**src/smbus_addr_consts.svh**
```systemverilog
// Register offsets, field positions, reset values for address match block
`ifndef SMBUS_ADDR_CONSTS_SVH
`define SMBUS_ADDR_CONSTS_SVH
`define ADDR_REG_OFFSET 8'hF4
`define MASK_REG_OFFSET 8'hF5
`define ADDR_REG_RESET 8'h00
`define MASK_REG_RESET 8'hFE
`define GC_BIT 0
`define HWACK_BIT 0
`define GENERAL_CALL_ADDR 7'h00
`endif

```
**src/smbus_addr_pkg.sv**
```systemverilog
// Types shared by the address match block
package smbus_addr_pkg;
  typedef enum logic [1:0] {
    ST_IDLE = 2'b00,
    ST_ADDR = 2'b01,
    ST_DATA = 2'b10
  } phase_t;
endpackage

```
**src/addr_compare.sv**
```systemverilog
// Masked seven-bit address comparator with general call check
`timescale 1ns/1ps
module addr_compare #(
  parameter int ADDR_W = 7
) (
  input wire logic [ADDR_W-1:0] incoming_in,
  input wire logic [ADDR_W-1:0] own_target_address_in,
  input wire logic [ADDR_W-1:0] address_compare_mask_in,
  input wire logic general_call_enable_in,
  output logic match_out
);
  logic [ADDR_W-1:0] bit_ok;
  logic is_gc;
  // Per-bit compare, masked-off positions always agree
  genvar i;
  generate
    for (i = 0; i < ADDR_W; i++) begin : g_bit
      assign bit_ok[i] = ~address_compare_mask_in[i] |
        (incoming_in[i] == own_target_address_in[i]);
    end
  endgenerate
  assign is_gc = (incoming_in == '0) & general_call_enable_in;
  assign match_out = (&bit_ok) | is_gc;
endmodule

```
**src/smbus_slave_address_match.sv**
```systemverilog
// Target address register pair and hardware acknowledge decision
`timescale 1ns/1ps
`include "smbus_addr_consts.svh"
// Behaviour
// - Upper seven bits of address register hold own target address.
// - Each address bit compared only where its mask bit is one.
// - Mask zero positions are don't-care, allowing several addresses.
// - General call address accepted when general call enable set, or when masked own target address is zero.
// - Hardware ack enable set: ack matching addresses and the data bytes after them; nack the rest.
// - Hardware ack enable clear: firmware decides every acknowledge.
module smbus_slave_address_match
  import smbus_addr_pkg::*;
(
  input wire logic ref_clk_in,
  input wire logic nrst_in,
  input wire logic [7:0] sfr_addr_in,
  input wire logic [7:0] sfr_wdata_in,
  input wire logic sfr_wr_in,
  input wire logic sfr_rd_in,
  output logic [7:0] sfr_rdata_out,
  input wire logic start_in,
  input wire logic stop_in,
  input wire logic byte_valid_in,
  input wire logic [7:0] byte_in,
  input wire logic fw_ack_valid_in,
  input wire logic fw_ack_in,
  output logic addr_match_out,
  output logic ack_valid_out,
  output logic ack_out,
  output logic fw_ack_req_out,
  output logic rw_dir_out
);
  logic [7:0] target_address_and_general_call;
  logic [7:0] target_address_mask_and_auto_ack;
  logic hardware_ack_enable;
  logic general_call_enable;
  logic [6:0] own_target_address;
  logic [6:0] address_compare_mask;
  logic cmp_match;
  logic selected;
  phase_t phase;

  assign own_target_address = target_address_and_general_call[7:1];
  assign general_call_enable = target_address_and_general_call[`GC_BIT];
  assign address_compare_mask = target_address_mask_and_auto_ack[7:1];
  assign hardware_ack_enable = target_address_mask_and_auto_ack[`HWACK_BIT];

  // Register writes; same-cycle reads see the old value
  always_ff @(posedge ref_clk_in or negedge nrst_in) begin
    if (!nrst_in) begin
      target_address_and_general_call <= `ADDR_REG_RESET;
      target_address_mask_and_auto_ack <= `MASK_REG_RESET;
    end else if (sfr_wr_in) begin
      if (sfr_addr_in == `ADDR_REG_OFFSET) begin
        target_address_and_general_call <= sfr_wdata_in;
      end
      if (sfr_addr_in == `MASK_REG_OFFSET) begin
        target_address_mask_and_auto_ack <= sfr_wdata_in;
      end
    end
  end

  // Registered read data, unmapped offsets read zero
  always_ff @(posedge ref_clk_in or negedge nrst_in) begin
    if (!nrst_in) begin
      sfr_rdata_out <= 8'h00;
    end else if (sfr_rd_in) begin
      case (sfr_addr_in)
        `ADDR_REG_OFFSET: sfr_rdata_out <= target_address_and_general_call;
        `MASK_REG_OFFSET: sfr_rdata_out <= target_address_mask_and_auto_ack;
        default: sfr_rdata_out <= 8'h00;
      endcase
    end
  end

  // Direction bit excluded; only the upper seven bits compared
  addr_compare #(.ADDR_W(7)) u_cmp (
    .incoming_in(byte_in[7:1]),
    .own_target_address_in(own_target_address),
    .address_compare_mask_in(address_compare_mask),
    .general_call_enable_in(general_call_enable),
    .match_out(cmp_match)
  );

  // Transfer phase: first byte after start is the address
  always_ff @(posedge ref_clk_in or negedge nrst_in) begin
    if (!nrst_in) begin
      phase <= ST_IDLE;
      selected <= 1'b0;
      rw_dir_out <= 1'b0;
      addr_match_out <= 1'b0;
    end else if (stop_in) begin
      phase <= ST_IDLE;
      selected <= 1'b0;
      addr_match_out <= 1'b0;
    end else if (start_in) begin
      phase <= ST_ADDR;
      selected <= 1'b0;
      addr_match_out <= 1'b0;
    end else if (byte_valid_in) begin
      case (phase)
        ST_ADDR: begin
          phase <= ST_DATA;
          selected <= cmp_match;
          addr_match_out <= cmp_match;
          rw_dir_out <= byte_in[0];
        end
        ST_DATA: phase <= ST_DATA;
        default: phase <= ST_IDLE;
      endcase
    end
  end

  // Acknowledge: hardware when enabled, else firmware decides
  always_ff @(posedge ref_clk_in or negedge nrst_in) begin
    if (!nrst_in) begin
      ack_valid_out <= 1'b0;
      ack_out <= 1'b0;
      fw_ack_req_out <= 1'b0;
    end else begin
      ack_valid_out <= 1'b0;
      if (start_in || stop_in) begin
        fw_ack_req_out <= 1'b0;
      end else if (byte_valid_in && phase != ST_IDLE) begin
        if (hardware_ack_enable) begin
          ack_valid_out <= 1'b1;
          ack_out <= (phase == ST_ADDR) ? cmp_match : selected;
        end else begin
          fw_ack_req_out <= 1'b1;
        end
      end else if (fw_ack_req_out && fw_ack_valid_in) begin
        fw_ack_req_out <= 1'b0;
        ack_valid_out <= 1'b1;
        ack_out <= fw_ack_in;
      end
    end
  end

  // Checks
  AST_HW_ADDR_ACK: assert property (@(posedge ref_clk_in) disable iff (!nrst_in)
    (byte_valid_in && phase == ST_ADDR && hardware_ack_enable &&
     !start_in && !stop_in) |=> (ack_valid_out && ack_out == $past(cmp_match)))
    else $error("address ack wrong");
  AST_NO_HW_ACK: assert property (@(posedge ref_clk_in) disable iff (!nrst_in)
    (byte_valid_in && phase != ST_IDLE && !hardware_ack_enable &&
     !start_in && !stop_in) |=> (fw_ack_req_out && !ack_valid_out))
    else $error("ack without firmware");
  AST_MASK_MATCH: assert property (@(posedge ref_clk_in) disable iff (!nrst_in)
    (((byte_in[7:1] ^ own_target_address) & address_compare_mask) == 7'h00)
    |-> cmp_match)
    else $error("masked match missed");
  AST_DONT_CARE: assert property (@(posedge ref_clk_in) disable iff (!nrst_in)
    (address_compare_mask == 7'h00) |-> cmp_match)
    else $error("all-masked no match");
  AST_GC_IGNORE: assert property (@(posedge ref_clk_in) disable iff (!nrst_in)
    (byte_in[7:1] == `GENERAL_CALL_ADDR && !general_call_enable &&
     ((own_target_address & address_compare_mask) != 7'h00)) |-> !cmp_match)
    else $error("general call not ignored");
  AST_GC_ACCEPT: assert property (@(posedge ref_clk_in) disable iff (!nrst_in)
    (byte_in[7:1] == `GENERAL_CALL_ADDR && general_call_enable) |-> cmp_match)
    else $error("general call missed");
  AST_DIR_IGNORED: assert property (@(posedge ref_clk_in) disable iff (!nrst_in)
    (byte_in[7:1] == own_target_address) |-> cmp_match)
    else $error("direction bit affected match");
  AST_ADDR_REG: assert property (@(posedge ref_clk_in) disable iff (!nrst_in)
    (sfr_wr_in && sfr_addr_in == `ADDR_REG_OFFSET) |=>
    (own_target_address == $past(sfr_wdata_in[7:1])))
    else $error("address register not written");

  // Comparator must also refuse, not only accept
  AST_MASK_MISS: assert property (@(posedge ref_clk_in) disable iff (!nrst_in)
    ((((byte_in[7:1] ^ own_target_address) & address_compare_mask) != 7'h00)
     && !(byte_in[7:1] == `GENERAL_CALL_ADDR && general_call_enable))
    |-> !cmp_match)
    else $error("unmasked difference matched");
  AST_MASK_REG: assert property (@(posedge ref_clk_in) disable iff (!nrst_in)
    (sfr_wr_in && sfr_addr_in == `MASK_REG_OFFSET) |=>
    (target_address_mask_and_auto_ack == $past(sfr_wdata_in)))
    else $error("mask register not written");
  AST_READ_BACK: assert property (@(posedge ref_clk_in) disable iff (!nrst_in)
    (sfr_rd_in && sfr_addr_in == `ADDR_REG_OFFSET) |=>
    (sfr_rdata_out == $past(target_address_and_general_call)))
    else $error("address register read wrong");

  // Address byte capture and framing
  AST_ADDR_PHASE: assert property (@(posedge ref_clk_in) disable iff (!nrst_in)
    (start_in && !stop_in) |=> (phase == ST_ADDR))
    else $error("start did not open address phase");
  AST_DIR_CAPTURE: assert property (@(posedge ref_clk_in)
    disable iff (!nrst_in)
    (byte_valid_in && phase == ST_ADDR && !start_in && !stop_in) |=>
    (rw_dir_out == $past(byte_in[0]) && addr_match_out == $past(cmp_match)))
    else $error("address byte capture wrong");
  AST_MATCH_CLEAR: assert property (@(posedge ref_clk_in)
    disable iff (!nrst_in)
    (start_in || stop_in) |=> !addr_match_out)
    else $error("match flag not cleared");

  // Hardware acknowledge of data bytes follows the address result
  AST_DATA_ACK: assert property (@(posedge ref_clk_in) disable iff (!nrst_in)
    (byte_valid_in && phase == ST_DATA && hardware_ack_enable &&
     !start_in && !stop_in) |=> (ack_valid_out && ack_out == $past(selected)))
    else $error("data ack wrong");
  AST_IDLE_IGNORE: assert property (@(posedge ref_clk_in)
    disable iff (!nrst_in)
    (byte_valid_in && phase == ST_IDLE && !start_in && !stop_in &&
     !fw_ack_req_out) |=> !ack_valid_out)
    else $error("byte outside frame acknowledged");

  // Firmware acknowledge path: request holds until answered or cut
  AST_FW_ACK: assert property (@(posedge ref_clk_in) disable iff (!nrst_in)
    (fw_ack_req_out && fw_ack_valid_in && !start_in && !stop_in &&
     !(byte_valid_in && phase != ST_IDLE)) |=>
    (ack_valid_out && !fw_ack_req_out && ack_out == $past(fw_ack_in)))
    else $error("firmware decision not passed");
  AST_FW_HOLD: assert property (@(posedge ref_clk_in) disable iff (!nrst_in)
    (fw_ack_req_out && !fw_ack_valid_in && !start_in && !stop_in) |=>
    fw_ack_req_out)
    else $error("firmware request dropped");
  AST_FW_CLEAR: assert property (@(posedge ref_clk_in) disable iff (!nrst_in)
    (start_in || stop_in) |=> !fw_ack_req_out)
    else $error("firmware request not cleared");

  // Main scenarios seen
  COV_HW_ACK: cover property (@(posedge ref_clk_in) ack_valid_out && ack_out);
  COV_NACK: cover property (@(posedge ref_clk_in) ack_valid_out && !ack_out);
  COV_FW_REQ: cover property (@(posedge ref_clk_in) fw_ack_req_out);
  COV_FW_ACK: cover property (@(posedge ref_clk_in)
    fw_ack_req_out && fw_ack_valid_in);
  COV_GC_SEEN: cover property (@(posedge ref_clk_in)
    byte_valid_in && phase == ST_ADDR && byte_in[7:1] == `GENERAL_CALL_ADDR
    && general_call_enable);
endmodule

```
**config.mk**
```make
export PLATFORM = sky130hd
export DESIGN_NAME = smbus_slave_address_match
export DESIGN_NICKNAME = d
export VERILOG_FILES = /design/src/smbus_addr_pkg.sv /design/src/addr_compare.sv /design/src/smbus_slave_address_match.sv
export VERILOG_INCLUDE_DIRS = /design/src
export SDC_FILE = /design/constraint.sdc
export NUM_CORES = 1
export LEC_CHECK = 0
export BUFFER_PORTS_ARGS = -buffer_cell sky130_fd_sc_hd__buf_2
export CAP_MARGIN = 20
export CORE_MARGIN = 2
export CORE_UTILIZATION = 34
export CTS_CLUSTER_SIZE = 40
export DETAILED_ROUTE_END_ITERATION = 12
export PLACE_DENSITY_LB_ADDON = 0.1
export SLEW_MARGIN = 20
export SYNTH_ARGS = -nofsm -noshare
export SYNTH_HDL_FRONTEND = slang
export SYNTH_SLANG_ARGS = --single-unit
```
**constraint.sdc**
```tcl
create_clock -name ref_clk_in -period 3.38 [get_ports ref_clk_in]
set_input_delay 0.338 -clock ref_clk_in [delete_from_list [all_inputs] [get_ports ref_clk_in]]
set_output_delay 0.338 -clock ref_clk_in [all_outputs]
set_load 0.005 [all_outputs]
```
Word-level counts from Yosys, hierarchy flattened
Index checks and enable logic that the tools add are counted.
{"block": "word_totals", "in_bits": 33, "output_inout_bits": 13, "regBits": 32}
{"block": "op_classes", "bitwise_logic": 19, "n_reduce_logical": 17, "n_mux": 24, "eq_ne": 13}
{"op": "1-bit 2-to-1 mux", "count": 19}
{"op": "8-bit == test (second input constant)", "count": 2}
{"op": "8-bit case mux with 2 select lines", "count": 1}
{"op": "1-bit NOT", "count": 10}
{"op": "3-bit nonzero test", "count": 3}
{"op": "2-bit 2-to-1 mux", "count": 4}
{"op": "1-bit OR", "count": 8}
{"op": "2-bit AND reduction", "count": 4}
{"op": "1-bit == test", "count": 7}
{"op": "7-bit zero test", "count": 1}
{"op": "7-bit AND reduction", "count": 1}
{"op": "4-bit AND reduction", "count": 1}
{"op": "2-bit nonzero test", "count": 2}
{"op": "3-bit inequality test (second input constant)", "count": 1}
{"op": "3-bit AND reduction", "count": 1}
{"op": "2-bit by 1-bit == test with 1-bit output (second input constant)", "count": 1}
{"op": "2-bit == test (second input constant)", "count": 1}
{"op": "1-bit logical AND", "count": 2}
{"op": "2-bit inequality test (second input constant)", "count": 1}
{"op": "2-bit OR reduction", "count": 1}
{"op": "1-bit AND", "count": 1}
{"op": "1-bit logical OR", "count": 1}

Longest topological paths before layout
{"block": "logic_depth", "depth_word": 8, "mapped_depth": 6, "depth_no_buf": 6}

By module
A second synthesis with hierarchy kept.
{"block": "unflattened", "hier_cells": 136, "hier_area_um2": 1564.0}
{"mod": "smbus_slave_address_match", "seq_area_each_um2": 809.5, "cells_each": 122, "n_inst": 1, "area_each_um2": 1448.9}
{"mod": "addr_compare", "seq_area_each_um2": 0.0, "cells_each": 14, "n_inst": 1, "area_each_um2": 115.1}

Least setup slack after synthesis
OpenSTA, ideal clock, no wires.
{"block": "synth_path", "kind": "input to register", "startpoint": "in sfr_addr_in[3]", "endpoint": "reg target_address_mask_and_auto_ack[0]", "path_stages": 4, "t_arrival_ps": 1506, "path_buffers": 1, "path_slack_ps": 1749, "required_ps": 3255, "path_cell_list": "nand4bb_4 or4_4 buf_6 mux2_4"}
{"block": "synth_between", "elab_chain_cells": 2}
{"item": "from (decl)", "line": "smbus_slave_address_match.sv:16", "text": "input wire logic [7:0] sfr_addr_in,"}
{"item": "8-bit == test"}
{"item": "2-bit AND reduction (no source line)"}
{"item": "to (signal assigned)", "line": "smbus_slave_address_match.sv:52", "text": "target_address_mask_and_auto_ack <= `MASK_REG_RESET;"}
{"item": "to (signal assigned)", "line": "smbus_slave_address_match.sv:58", "text": "target_address_mask_and_auto_ack <= sfr_wdata_in;"}
{"item": "to (decl)", "line": "smbus_slave_address_match.sv:34", "text": "logic [7:0] target_address_mask_and_auto_ack;"}
No other way between the ends.
A chain may end at the register's enable or synchronous reset.

Final worst setup path
{"block": "layout_path", "startpoint": "in sfr_addr_in[3]", "endpoint": "reg target_address_and_general_call[5]"}
{"block": "layout_between", "elab_chain_cells": 2}
{"item": "8-bit == test"}
{"item": "2-bit AND reduction (no source line)"}
{"item": "to (signal assigned)", "line": "smbus_slave_address_match.sv:51", "text": "target_address_and_general_call <= `ADDR_REG_RESET;"}
{"item": "to (signal assigned)", "line": "smbus_slave_address_match.sv:55", "text": "target_address_and_general_call <= sfr_wdata_in;"}
{"item": "to (decl)", "line": "smbus_slave_address_match.sv:33", "text": "logic [7:0] target_address_and_general_call;"}
No other way between the ends.

==> metrics.txt <==
outcome=finished, final reports clean; post-route ant nets=0; Clk Latency, worst-skew pair=between 0.2 and 0.3 ns; Synth Area in XOR/XNOR=under 10%; layout cells sized above 1=between 40% and 50%; Tightest Hold Check Type=primary input to asynchronous set/reset pin; port bufs=45; vias in the first global route=1305; Worst R2R Setup Slack=approximately 1.9 ns; # fillers=around 440; final setup margin=1.87 ns; Worst EP required=between 3 and 4 ns; CP cell instances=buf_2 -> nand4bb_4 -> nor4_4 -> mux2_2; clock skew=between 0.005 and 0.006 ns; CP startpoint kind=primary input; # setup viols final=0; number of synthesized flops with an enable pin=0; CTS Sinks=32; min Tclk post-route=1.51 ns; largest stage delay on the critical path=between 0.5 and 0.6 ns; post-synthesis compound-gate area fraction=roughly an eighth; clock share of power=roughly 36%; Die Wd=roughly 72 um; largest family of logic cells by synthesized area=multiplexers; CP Max Fanout=8; Yosys top cell area share=between 30% and 40%; WL met2=1690 um; multi-input logic area=a little over 700 sq um; # hold bufs at CTS=0; wl on met1=around 1700 um; nets=between 200 and 250; die outline area=0.00517 sq mm; Max Slew Vio Count=0; Comb power frac=between 10% and 20%; number of buffers and inverters on the critical path=1; routability congestion estimate=approximately 0.77; CTS tree=done; final core utilization=44.0%; P_sw=roughly 0.00020 W; Internal=about 0.00063 W; Starting DRT DRC Count=93; Hold Fails Final Rpt=0; WHS=roughly 0.11 ns; flops & latches, synth=32; Max IR drop VDD=between 0.2 and 0.25 mV; Slew @ Worst Pin=approximately 0.7 ns; vias per inst=a little over 5; synthesized net count=between 150 and 200; top layer in use=met4; Mapped Cells=roughly 130; total track usage=about 16%; Post-CTS Setup Bufs=0; Clock Path Buffers=2; vias=roughly 1200; Core ar.=0.00438 sq mm; Achievable Freq=~0.66 GHz; fin crit share=44.7%; Reg area=between 800 and 900 sq um; CP top delay family=simple AND/OR/NAND/NOR gates; DRT Wirelength=3640 um; CP arrival=about 1.7 ns; Clock transition at path regs=0.06 ns; worst slack, placed=between 1 and 1.5 ns; sequential power share=roughly 52%; synthesized area per cell=approximately 12 sq um; met3 wire length=223 um; post_cts resized=0; Synth Warn #=0; Post-Synth Simple-Gate Area=about an eighth; Residual DRC=0; Post-synth top flop=dfrtp_1; setup tns final=0 ns; height of the die=71.9 um; Synth cell types=31; num rows=24; CP max-delay cell=nor4_4; mapped cell area=roughly 0.0016 sq mm; WL/cell=between 15 and 20 um; leading cell type by number of instances after synthesis=dfrtp_1; Final HPWL DP=2770 um; max_cap viols=0; Pwr Density=426 mW/mm^2; ranking of synthesized cells by area=dfrtp_1 (40%), dfstp_2 (12%), mux2_4 (7.7%), mux2_2 (6.5%), a22oi_1 (4.8%); post-synth top area cell=dfrtp_1; Critical Setup Path Class=primary input to register; # IOs=46; Detailed Routing Iterations Pass 1=4; Pwr Total=around 0.00082 W; n_diodes=0; first-pass GRT wire length=6070 um; GRT overflow=0; Synth top cells by count=dfrtp_1 (25), a21oi_1 (13), nor2_1 (13), a22oi_1 (10), mux2_2 (9); CTS Buf Count=5; Rel. slew slack=52.5%; Initial Util=a little over a third; Adder-Cell Fraction of Synth Area=about 1.6%; RSZ-0062 raised after global routing=false; Setup crit end kind=register; antenna violations before repair=0; area grow syn2layout=23.2%; Async SR Flop Fraction=100%; H-tree depth=2; pin count of the biggest net entering global routing=33; CTS Root Buffer Type=clkbuf_8; post-synthesis mux area share=between 10% and 20%; Net Sw Frac=a little under a quarter; Leakage Power=0.934 nW; sequential fraction of the synthesis area=between 50 and 60%
-- path summary, 6_finish.rpt --
kind | start | end | cells past startpoint
worst max-delay path | sfr_addr_in[3] | target_address_and_general_call[5] | 4
worst min-delay path | nrst_in | phase[1] | 1
worst max register to register | target_address_and_general_call[0] | addr_match_out | 4
worst min register to register | rw_dir_out | rw_dir_out | 1
max in group asynchronous | nrst_in | target_address_and_general_call[5] | 1
min in group ref_clk_in | stop_in | phase[0] | 2
-- state kept, by name, summed over array words and instances, names as in the netlist --
name	count
selected	1
phase	2
ack_out	1
addr_match_out	1
target_address_mask_and_auto_ack	8
target_address_and_general_call	8
ack_valid_out	1
fw_ack_req_out	1
sfr_rdata_out	8
rw_dir_out	1
-- kinds of logic after synthesis --
| logic type | after synthesis |
|---|---|
| AOI/OAI and AO/OA | 30 |
| and+or+nand+nor | 31 |
| buffers and inverters | 12 |
| adders and majority gates | 2 |
| xor gates and xnor gates | 7 |
| DFF | 32 |
| muxes | 18 |
-- metrics by stage --
stage / std cells / cell area (sq um)
after floorplan: 132 / 1570
after global placement: 224 / 1830
after detailed placement: 224 / 1830
after CTS: 232 / 1920
after global routing: 232 / 1930
final: 232 / 1930
-- power by group through the flow --
stage          Clock [W]  Combinational [W]  Sequential (W)
2_1_floorplan          0          0.0000492        0.000431
3_3_place_gp           0          0.0000993        0.000433
3_5_place_dp           0           0.000101        0.000433
4_1_cts         0.000307           0.000101        0.000427
5_1_grt         0.000328           0.000114        0.000429
6_report        0.000296           0.000100        0.000427
-- cells in the final DEF (no fill, tap or decap), types with 2 or more instances in the layout --
cell type | netlist | layout
a21oi_1 | 13 | 13
a22oi_1 | 10 | 10
a31oi_1 | 2 | 2
buf_2 | 0 | 45
clkbuf_1 | 3 | 2
clkbuf_8 | 0 | 6
dfrtp_1 | 25 | 25
dfstp_2 | 7 | 7
ha_1 | 2 | 2
inv_1 | 7 | 7
mux2_2 | 9 | 9
mux2_4 | 8 | 8
nand2_1 | 2 | 2
nand3_1 | 3 | 3
nor2_1 | 13 | 13
nor3_1 | 5 | 3
nor3_2 | 0 | 2
xor2_1 | 7 | 7
-- per-layer routing --
layer / GRT usage [%] / vias up
met4: 5.24 / 0
met1: 21.3 / 591
met3: 4.78 / 4
met5: 0 / -
li1: - / 572
met2: 23.5 / 38
-- layout make-up --
| type | count | area share, % |
|---|---|---|
| Tap cell | 52 | 3.37 |
| Multi-Input combinational cell | 88 | 37.0 |
| Timing Repair Buffer | 45 | 11.7 |
| Sequential cell | 32 | 41.9 |
| Inverter | 7 | 1.36 |
| Clock buffer | 8 | 4.67 |
Power figures use the tool's default switching activity.
